### config.mk
export PLATFORM = sky130hd
export DESIGN_NAME = crg_top
export DESIGN_NICKNAME = d
export VERILOG_FILES = /design/src/design/crg_pkg.sv /design/src/design/crg_top.sv
export VERILOG_INCLUDE_DIRS = /design/src /design/src/design
export SDC_FILE = /design/constraint.sdc
export NUM_CORES = 1
export LEC_CHECK = 0
export ABC_CLOCK_PERIOD_IN_PS = 4300
export BUFFER_PORTS_ARGS = -buffer_cell sky130_fd_sc_hd__buf_2
export CAP_MARGIN = 20
export CELL_PAD_IN_SITES_DETAIL_PLACEMENT = 0
export CELL_PAD_IN_SITES_GLOBAL_PLACEMENT = 1
export CORE_MARGIN = 2
export CORE_UTILIZATION = 43
export CTS_CLUSTER_DIAMETER = 150
export DETAILED_ROUTE_END_ITERATION = 10
export GPL_TIMING_DRIVEN = 1
export MAX_ROUTING_LAYER = met4
export PLACE_DENSITY_LB_ADDON = 0.1
export SLEW_MARGIN = 10
export SYNTH_ARGS = -nofsm -noshare
export SYNTH_HDL_FRONTEND = slang
export SYNTH_SLANG_ARGS = --single-unit
### constraint.sdc
create_clock -name CLK -period 4.3 [get_ports CLK]
set_input_delay 0.645 -clock CLK [delete_from_list [all_inputs] [get_ports CLK]]
set_output_delay 0.645 -clock CLK [all_outputs]
set_load 0.03 [all_outputs]
### src/design/crg_cfg.svh
// crg_cfg.svh: offsets, field positions and reset values for the clock/reset control block
//----------------------------------------
// Summary of operation
//----------------------------------------
// Summary of operation
// - slow clock divided by slow_clock_divider plus one; divider resets to 0xf.
// - slow_osc_status reads high while slow clock is selected; resets low.
// - soft_start_dwell code n holds each step 2^(n+1) cycles; resets to 4.
// - slow-to-fast switch starts divider at maximum, lowers by one per dwell.
// - fast clock divided by fast_clock_divider plus one; resets to zero.
// - system_clock_select picks slow (0) or fast (1); set after power-on reset.
// - fast_osc_status high when fast oscillator enabled or fast clock selected.
// - fast_osc_enable starts oscillator; cleared on deep sleep/hibernate; set at power-on.
// - chip_soft_reset_request resets low-voltage domain and LIN slave; self-clears.
// - chip_hard_reset_request triggers hard reset of whole chip.
// - cause flags: power-on bit 0, over voltage 1, under voltage 3, watchdog 5, temp 6.
// - writing one to clear bits 8, 9, 11, 13, 14 clears matching cause flag.
// - module clock stop bit one forces that module clock off; resets zero.
// - in sleep, modules with sleep gate bit one are gated; resets to 0x80ff.
// - in deep sleep, modules with deep-sleep gate bit one are gated; resets to 0x80ff.
// - one-hot write to module reset field pulses that peripheral reset; self-clears.
`ifndef CRG_CFG_SVH
`define CRG_CFG_SVH

//----------------------------------------
// register offsets
//----------------------------------------
`define CRG_SLOW_CLOCK_CONTROL 32'h5000_0000
`define CRG_SYSTEM_CLOCK_CONTROL 32'h5000_0004
`define CRG_RESET_CONTROL 32'h5000_0008
`define CRG_MODULE_CLOCK_STOP 32'h5000_000c
`define CRG_SLEEP_CLOCK_GATE 32'h5000_0010
`define CRG_DEEP_SLEEP_CLOCK_GATE 32'h5000_0014
`define CRG_PERIPHERAL_SOFT_RESET 32'h5000_0018

//----------------------------------------
// field positions
//----------------------------------------
`define CRG_SLOW_DIV_LSB 8
`define CRG_SLOW_STS_BIT 0
`define CRG_DWELL_LSB 26
`define CRG_SOFT_EN_BIT 24
`define CRG_LDO_VSEL_LSB 20
`define CRG_FAST_DIV_LSB 16
`define CRG_UNSELECT_BIT 9
`define CRG_CLK_SEL_BIT 8
`define CRG_FAST_STS_BIT 1
`define CRG_FAST_EN_BIT 0
`define CRG_SOFT_RST_BIT 24
`define CRG_HARD_RST_BIT 16
`define CRG_CLEAR_LSB 8

//----------------------------------------
// reset values, divider maximum and masks
//----------------------------------------
`define CRG_SLOW_DIV_RST 4'hf
`define CRG_DWELL_RST 3'h4
`define CRG_SOFT_EN_RST 1'h1
`define CRG_LDO_VSEL_RST 2'h1
`define CRG_FAST_DIV_RST 3'h0
`define CRG_FAST_DIV_MAX 3'h7
`define CRG_CAUSE_MASK 7'h6b
`define CRG_GATE_MASK 16'h80ff
`define CRG_GATE_RST 16'h80ff
`define CRG_STOP_MASK 8'hff

`endif

### src/design/crg_pkg.sv
// crg_pkg.sv: types of the clock/reset control block
`default_nettype none
package crg_pkg;
   typedef enum logic [1:0] {CRG_SS_IDLE, CRG_SS_STEP} crg_ss_t;
   typedef struct packed {
      logic [1:0] rst_sync;
      logic [1:0] por_seen;
      logic [3:0] slow_div;
      logic [3:0] slow_cnt;
      logic slow_tick;
      logic [2:0] dwell;
      logic soft_en;
      logic [1:0] ldo_vsel;
      logic [2:0] fast_div;
      logic unselect;
      logic clk_sel;
      logic fast_en;
      logic [6:0] cause;
      logic [7:0] stop;
      logic [15:0] sleep_gate;
      logic [15:0] deep_gate;
      crg_ss_t ss_state;
      logic [2:0] cur_div;
      logic [8:0] dwell_cnt;
      logic [2:0] fast_cnt;
      logic fast_tick;
      logic soft_rst;
      logic hard_rst;
      logic [7:0] mod_rst;
      logic [15:0] gate_on;
      logic [31:0] rdata;
      logic [2:0] sleep_s;
      logic [2:0] deep_s;
      logic [4:0] ev_s1;
      logic [4:0] ev_s2;
      logic [4:0] ev_s3;
   } crg_state_t;
endpackage
`default_nettype wire

### src/design/crg_top.sv
// crg_top.sv: clock select, soft start, reset requests, cause flags and module gating
//
// Local design decision: the address-and-strobe port.
`timescale 1ns/1ps
`default_nettype none
`include "crg_cfg.svh"
module crg_top (
   input wire logic CLK,
   input wire logic RST_N,
   input wire logic [31:0] ADDR,
   input wire logic [31:0] WDATA,
   input wire logic WR,
   input wire logic RD,
   output logic [31:0] RDATA,
   input wire logic CPU_SLEEP,
   input wire logic CPU_DEEP_SLEEP,
   input wire logic LOW_POWER_ENTRY,
   input wire logic OVER_VOLTAGE_EVT,
   input wire logic UNDER_VOLTAGE_EVT,
   input wire logic WATCHDOG_EVT,
   input wire logic OVER_TEMP_EVT,
   output logic SLOW_CLOCK_TICK,
   output logic FAST_CLOCK_TICK,
   output logic SYSTEM_CLOCK_SELECT,
   output logic [2:0] FAST_DIVIDE_NOW,
   output logic FAST_OSC_ON,
   output logic [1:0] FAST_OSC_LDO_SEL,
   output logic [15:0] MODULE_CLOCK_ON,
   output logic CHIP_SOFT_RESET,
   output logic CHIP_HARD_RESET,
   output logic [7:0] MODULE_SOFT_RESET
);
   import crg_pkg::*;

   crg_state_t s_reg;
   crg_state_t s_next;
   logic rst_n_int;
   logic [8:0] dwell_len;
   logic wr_sys;
   logic wr_rst;
   logic [4:0] ev_rise;

   assign rst_n_int = s_reg.rst_sync[1];
   // dwell length minus one: 2^(code+1) cycles per step
   assign dwell_len = 9'((10'h2 << s_reg.dwell) - 10'h1);
   assign wr_sys = WR && (ADDR == `CRG_SYSTEM_CLOCK_CONTROL);
   assign wr_rst = WR && (ADDR == `CRG_RESET_CONTROL);
   // rising edges after the two-flop sync: temp, wdt, uv, ov, low-power entry
   assign ev_rise = s_reg.ev_s2 & ~s_reg.ev_s3;

   //----------------------------------------
   // next-state logic
   //----------------------------------------
   always_comb begin
      s_next = s_reg;
      s_next.rst_sync = {s_reg.rst_sync[0], 1'b1};
      s_next.sleep_s = {s_reg.sleep_s[1:0], CPU_SLEEP};
      s_next.deep_s = {s_reg.deep_s[1:0], CPU_DEEP_SLEEP};
      s_next.ev_s1 = {OVER_TEMP_EVT, WATCHDOG_EVT, UNDER_VOLTAGE_EVT, OVER_VOLTAGE_EVT, LOW_POWER_ENTRY};
      s_next.ev_s2 = s_reg.ev_s1;
      s_next.ev_s3 = s_reg.ev_s2;
      s_next.soft_rst = 1'b0;
      s_next.hard_rst = 1'b0;
      s_next.mod_rst = 8'h00;
      s_next.rdata = 32'h0;

      // power-on seen: set cause, clock select and oscillator enable once
      s_next.por_seen = {s_reg.por_seen[0], 1'b1};
      if (!s_reg.por_seen[1] && s_reg.por_seen[0]) begin
         s_next.cause[0] = 1'b1;
         s_next.clk_sel = 1'b1;
         s_next.fast_en = 1'b1;
      end

      // slow clock divider tick
      s_next.slow_tick = 1'b0;
      if (s_reg.slow_cnt >= s_reg.slow_div) begin
         s_next.slow_cnt = 4'h0;
         s_next.slow_tick = 1'b1;
      end else begin
         s_next.slow_cnt = s_reg.slow_cnt + 4'h1;
      end

      // fast clock divider tick
      s_next.fast_tick = 1'b0;
      if (s_reg.fast_cnt >= s_reg.cur_div) begin
         s_next.fast_cnt = 3'h0;
         s_next.fast_tick = 1'b1;
      end else begin
         s_next.fast_cnt = s_reg.fast_cnt + 3'h1;
      end

      // soft starter
      case (s_reg.ss_state)
         CRG_SS_IDLE: begin
            s_next.cur_div = s_reg.fast_div;
         end
         CRG_SS_STEP: begin
            if (s_reg.cur_div <= s_reg.fast_div) begin
               s_next.cur_div = s_reg.fast_div;
               s_next.ss_state = CRG_SS_IDLE;
            end else if (s_reg.dwell_cnt >= dwell_len) begin
               s_next.dwell_cnt = 9'h0;
               s_next.cur_div = s_reg.cur_div - 3'h1;
            end else begin
               s_next.dwell_cnt = s_reg.dwell_cnt + 9'h1;
            end
         end
         default: s_next.ss_state = CRG_SS_IDLE;
      endcase

      // low-power entry clears the oscillator enable
      if (ev_rise[0]) begin
         s_next.fast_en = 1'b0;
      end

      // fault events set cause flags; set wins over clear below
      if (wr_rst) begin
         s_next.cause = s_reg.cause & ~(WDATA[`CRG_CLEAR_LSB +: 7] & `CRG_CAUSE_MASK);
      end
      s_next.cause = s_next.cause | {ev_rise[4], ev_rise[3], 1'b0, ev_rise[2], 1'b0, ev_rise[1], 1'b0};

      // register writes
      if (WR) begin
         if (ADDR == `CRG_SLOW_CLOCK_CONTROL) begin
            s_next.slow_div = WDATA[`CRG_SLOW_DIV_LSB +: 4];
         end else if (wr_sys) begin
            s_next.dwell = WDATA[`CRG_DWELL_LSB +: 3];
            s_next.soft_en = WDATA[`CRG_SOFT_EN_BIT];
            s_next.ldo_vsel = WDATA[`CRG_LDO_VSEL_LSB +: 2];
            s_next.fast_div = WDATA[`CRG_FAST_DIV_LSB +: 3];
            s_next.unselect = WDATA[`CRG_UNSELECT_BIT];
            s_next.clk_sel = WDATA[`CRG_CLK_SEL_BIT];
            s_next.fast_en = WDATA[`CRG_FAST_EN_BIT] & ~ev_rise[0];
            if (!s_reg.clk_sel && WDATA[`CRG_CLK_SEL_BIT] && s_reg.soft_en) begin
               s_next.ss_state = CRG_SS_STEP;
               s_next.cur_div = `CRG_FAST_DIV_MAX;
               s_next.dwell_cnt = 9'h0;
            end else if (!WDATA[`CRG_CLK_SEL_BIT]) begin
               s_next.ss_state = CRG_SS_IDLE;
            end
         end else if (wr_rst) begin
            s_next.soft_rst = WDATA[`CRG_SOFT_RST_BIT];
            s_next.hard_rst = WDATA[`CRG_HARD_RST_BIT];
         end else if (ADDR == `CRG_MODULE_CLOCK_STOP) begin
            s_next.stop = WDATA[7:0] & `CRG_STOP_MASK;
         end else if (ADDR == `CRG_SLEEP_CLOCK_GATE) begin
            s_next.sleep_gate = WDATA[15:0] & `CRG_GATE_MASK;
         end else if (ADDR == `CRG_DEEP_SLEEP_CLOCK_GATE) begin
            s_next.deep_gate = WDATA[15:0] & `CRG_GATE_MASK;
         end else if (ADDR == `CRG_PERIPHERAL_SOFT_RESET) begin
            s_next.mod_rst = WDATA[7:0];
         end
      end

      // module clock enables: stop forces off, sleep gates apply by mode
      s_next.gate_on = 16'hffff;
      s_next.gate_on[7:0] = ~s_reg.stop;
      if (s_reg.sleep_s[2]) begin
         s_next.gate_on = s_next.gate_on & ~s_reg.sleep_gate;
      end
      if (s_reg.deep_s[2]) begin
         s_next.gate_on = s_next.gate_on & ~s_reg.deep_gate;
      end
      s_next.gate_on = s_next.gate_on & `CRG_GATE_MASK;

      // read data, stands one cycle after the strobe; unmapped reads zero
      if (RD) begin
         if (ADDR == `CRG_SLOW_CLOCK_CONTROL) begin
            s_next.rdata[`CRG_SLOW_DIV_LSB +: 4] = s_reg.slow_div;
            s_next.rdata[`CRG_SLOW_STS_BIT] = ~s_reg.clk_sel;
         end else if (ADDR == `CRG_SYSTEM_CLOCK_CONTROL) begin
            s_next.rdata[`CRG_DWELL_LSB +: 3] = s_reg.dwell;
            s_next.rdata[`CRG_SOFT_EN_BIT] = s_reg.soft_en;
            s_next.rdata[`CRG_LDO_VSEL_LSB +: 2] = s_reg.ldo_vsel;
            s_next.rdata[`CRG_FAST_DIV_LSB +: 3] = s_reg.fast_div;
            s_next.rdata[`CRG_UNSELECT_BIT] = s_reg.unselect;
            s_next.rdata[`CRG_CLK_SEL_BIT] = s_reg.clk_sel;
            s_next.rdata[`CRG_FAST_STS_BIT] = s_reg.fast_en | s_reg.clk_sel;
            s_next.rdata[`CRG_FAST_EN_BIT] = s_reg.fast_en;
         end else if (ADDR == `CRG_RESET_CONTROL) begin
            s_next.rdata[6:0] = s_reg.cause;
         end else if (ADDR == `CRG_MODULE_CLOCK_STOP) begin
            s_next.rdata[7:0] = s_reg.stop;
         end else if (ADDR == `CRG_SLEEP_CLOCK_GATE) begin
            s_next.rdata[15:0] = s_reg.sleep_gate;
         end else if (ADDR == `CRG_DEEP_SLEEP_CLOCK_GATE) begin
            s_next.rdata[15:0] = s_reg.deep_gate;
         end else if (ADDR == `CRG_PERIPHERAL_SOFT_RESET) begin
            s_next.rdata[7:0] = 8'h00;
         end
      end
   end

   //----------------------------------------
   // state register
   //----------------------------------------
   always_ff @(posedge CLK or negedge RST_N) begin
      if (!RST_N) begin
         s_reg <= '0;
         s_reg.slow_div <= `CRG_SLOW_DIV_RST;
         s_reg.dwell <= `CRG_DWELL_RST;
         s_reg.soft_en <= `CRG_SOFT_EN_RST;
         s_reg.ldo_vsel <= `CRG_LDO_VSEL_RST;
         s_reg.fast_div <= `CRG_FAST_DIV_RST;
         s_reg.sleep_gate <= `CRG_GATE_RST;
         s_reg.deep_gate <= `CRG_GATE_RST;
         s_reg.gate_on <= `CRG_GATE_MASK;
         s_reg.ss_state <= CRG_SS_IDLE;
      end else if (!rst_n_int) begin
         s_reg.rst_sync <= s_next.rst_sync;
      end else begin
         s_reg <= s_next;
      end
   end

   //----------------------------------------
   // outputs, all from flip-flops
   //----------------------------------------
   assign RDATA = s_reg.rdata;
   assign SLOW_CLOCK_TICK = s_reg.slow_tick;
   assign FAST_CLOCK_TICK = s_reg.fast_tick;
   assign SYSTEM_CLOCK_SELECT = s_reg.clk_sel;
   assign FAST_DIVIDE_NOW = s_reg.cur_div;
   assign FAST_OSC_ON = s_reg.fast_en;
   assign FAST_OSC_LDO_SEL = s_reg.ldo_vsel;
   assign MODULE_CLOCK_ON = s_reg.gate_on;
   assign CHIP_SOFT_RESET = s_reg.soft_rst;
   assign CHIP_HARD_RESET = s_reg.hard_rst;
   assign MODULE_SOFT_RESET = s_reg.mod_rst;
endmodule
`default_nettype wire

==> summary.md <==
| Metric | Value |
|---|---|
| Share of the yosys chip area belonging to registers | `between 40% and 50%` |
| Max-slew headroom | `39.9%` |
| Leak | `0.00370 µW` |
| Net switching power | `1070 µW` |
| Hold WS | `between 200 and 300 ps` |
| Worst r2r path cells | `11` |
| Worst-path clk slew | `60 ps` |
| Post-CTS setup buffers | `0` |
| Synth warn | `0` |
| P_int | `2540 µW` |
| Die Y | `approximately 130 µm` |
| Drt drc | `0` |
| CP Cell Sequence | `or3_1 > ha_1 > xor2_1 > nor2_1 > a21oi_1 > ha_1 > nand2_1 > o21ai_0 > o21ai_0 > nand3_1 > o311ai_0` |
| Worst reg-to-reg setup slack | `840 ps` |
| EDFF count, synth | `0` |
| Top cells by area, synth | `dfrtp_1, dfstp_2, mux2_2` |
| CTS max path bufs | `2` |
| Clk pwr share | `between 30% and 40%` |
| Vias in the first global route | `5041` |
| Initial Utilization | `43.9%` |
| Final Hold Vio Count | `0` |
| Max Slew Vio Count | `0` |
| Worst-Margin Slew | `~900 ps` |
| Sink Count | `around 140` |
| Switch share | `29.7%` |
| Final net count | `800` |
| Post-DP HPWL | `11800 µm` |
| Post-Route Skew | `7.70 ps` |
| CTS tree | `done` |
| Count leader, synth | `dfrtp_1` |
| Area Overhead vs Synth | `14.6%` |
| Root Driver | `clkbuf_16` |
| # setup viols final | `0` |
| First-pass GRT wire length | `roughly 27000 µm` |
| Commonest cells post-synth | `dfrtp_1, mux2_2, buf_4` |
| Gr usage total | `20.4%` |
| CP startpoint kind | `flop` |
| Via count | `4969` |
| Logic pwr share | `18.9%` |
| CP arrival | `~3800 ps` |
| Sequential share of power | `about two fifths` |
| Syn Area/Cell | `11.1 µm²` |
| Register bit total from synthesis | `136` |
| Asr flop ratio synth | `100%` |
| Critical Path Max Stage Delay | `560 ps` |
| Peak supply drop | `roughly 0.26 mV` |
| RSZ-0062 raised after global routing | `no` |
| WL final | `16600 µm` |
| PwrDens | `about 450 nW/µm²` |
| PortBufs | `116` |
| ANT nets after route | `0` |
| Core area | `15900 µm²` |
| Routed len/inst | `17.8 µm` |
| Area leader, netlist | `dfrtp_1` |
| Die width | `~130 µm` |
| TritonCTS buffer count | `17` |
| Clock insertion delay at the later pin of the skew report | `~410 ps` |
| Max reg flops | `69` |
| Total grt overflow | `0` |
| Share of cells above drive strength 1 | `37.3%` |
| Crit-path max FO | `8` |
| Number of antenna violations at the first check in global routing | `0` |
| Fmax | `289 MHz` |
| Synthesized cell area | `6980 µm²` |
| Max-cap viol count | `0` |
| DR vias/cell | `5.33` |
| DRT Pass-1 Iters | `4` |
| Tmin final | `roughly 3500 ps` |
| RD Place Congestion | `0.836` |
| Setup CP Type | `flop to flop` |
| Placement Rows | `46` |
| Gate Count Post-Synth | `629` |
| Reg-to-Reg Start | `s_reg[153]` |
| CTS HTree Levels | `4` |
| Status | `completed` |
| Dominant synthesized flop cell | `dfrtp_1` |
| Largest net degree at the start of global routing | `79` |
| Synth unique cells | `61` |
| CTS resizes | `0` |
| Hold Crit Class | `primary input to async pin` |
| Fin crit share | `between 80% and 90%` |
| Fill count | `~1.5k` |
| Die area | `about 17000 µm²` |
| Reg2reg end | `s_reg[91]` |
| Post-synth top area share | `36.6%` |
| Critical Path Sink Type | `flop` |
| Total negative slack | `0 ps` |
| CP max stage cell | `o21ai_0` |
| Hold_buf cts | `0` |
| Initial DRC count | `292` |
| Required time of the critical path | `4590 ps` |
| IO Pins | `142` |
## layout make-up
cell class	count	area, µm²	area share (%)
inverters	29	109	1.36
diodes	1	2.50	0.0313
flip-flops and latches	136	3450	43.1
well taps	216	270	3.38
multi-input cells	393	2930	36.6
clock buffers	19	443	5.54
repair buffers	125	654	8.18
clock inverters	13	146	1.83
## metal layers
layer  global-route usage (%)  wire, µm  part of all wire (%)  vias to the layer above
met1                     25.0      7300                    44                     2495
met2                     33.5      8400                    51                      106
met3                     4.48       698                   4.2                       11
met4                     7.07       223                   1.3                        0
li1                         -         -                     -                     2357
met5                        -         0                     0                        -
## placed cells by master, fill, tap and decap left out, drive strengths merged, types with 8 or more instances in the layout
| cell type | n |
|---|---|
| a21oi | 23 |
| a221oi | 12 |
| a22o | 23 |
| a22oi | 8 |
| buf | 125 |
| clkbuf | 19 |
| conb | 19 |
| dfrtp | 102 |
| dfstp | 34 |
| ha | 23 |
| inv | 31 |
| mux2 | 68 |
| nand2 | 43 |
| nand3 | 16 |
| nand4 | 10 |
| nor2 | 23 |
| nor3 | 11 |
| o21ai | 17 |
| o2bb2ai | 10 |
## critical path: cells and delay by family, from the launching register on
family                     cells  cell delay (ps)
AOI/OAI and AO/OA              4             1270
DFF                            1              460
and+or+nand+nor                4              870
xor gates and xnor gates       1              170
adders and majority gates      2              580
## power by group through the flow
stage | Clock, µW | Combinational (µW) | Sequential, µW
after detailed placement | 0 | 686 | 1520
after floorplan | 0 | 526 | 1480
after global placement | 0 | 670 | 1510
after CTS | 1480 | 690 | 1490
after global routing | 1540 | 785 | 1510
final | 1440 | 683 | 1490
## per-stage QoR
step	worst slack, ps	instances	area [µm²]	total power (µW)	utilization, %
after floorplan	1290	646	7040	2010	-
after global placement	992	899	7410	2180	46.6
after detailed placement	904	899	7410	2200	46.6
after CTS	871	931	8000	3660	50.3
after global routing	495	931	8000	3830	50.3
final	838	932	8000	3620	50.3
## worst max-delay path by stage
stage               start         to  slack, ps  depth (start not counted)
4_1_cts        s_reg[153]  s_reg[91]        870                         11
3_5_place_dp   s_reg[153]  s_reg[90]        900                         11
6_report       s_reg[153]  s_reg[91]        840                         11
2_1_floorplan  s_reg[153]  s_reg[87]       1290                         13
3_3_place_gp   s_reg[153]  s_reg[87]        990                         11
5_1_grt        s_reg[153]  s_reg[90]        500                         11
## logic make-up (layout without fill, tap and decap cells)
logic type | after synthesis | after routing | synth area share [%]
multiplexers | 70 | 70 | 11.3
other | 2 | 20 | 0.108
buffers and inverters | 117 | 186 | 9.64
XOR/XNOR | 2 | 2 | 0.251
AO/OA/AOI/OAI | 136 | 136 | 14.3
flip-flops | 136 | 136 | 49.4
adder cells (fa/ha/maj) | 23 | 23 | 4.12
AND/OR/NAND/NOR | 143 | 143 | 11.0
No activity file was read; power rests on OpenSTA's default activity.
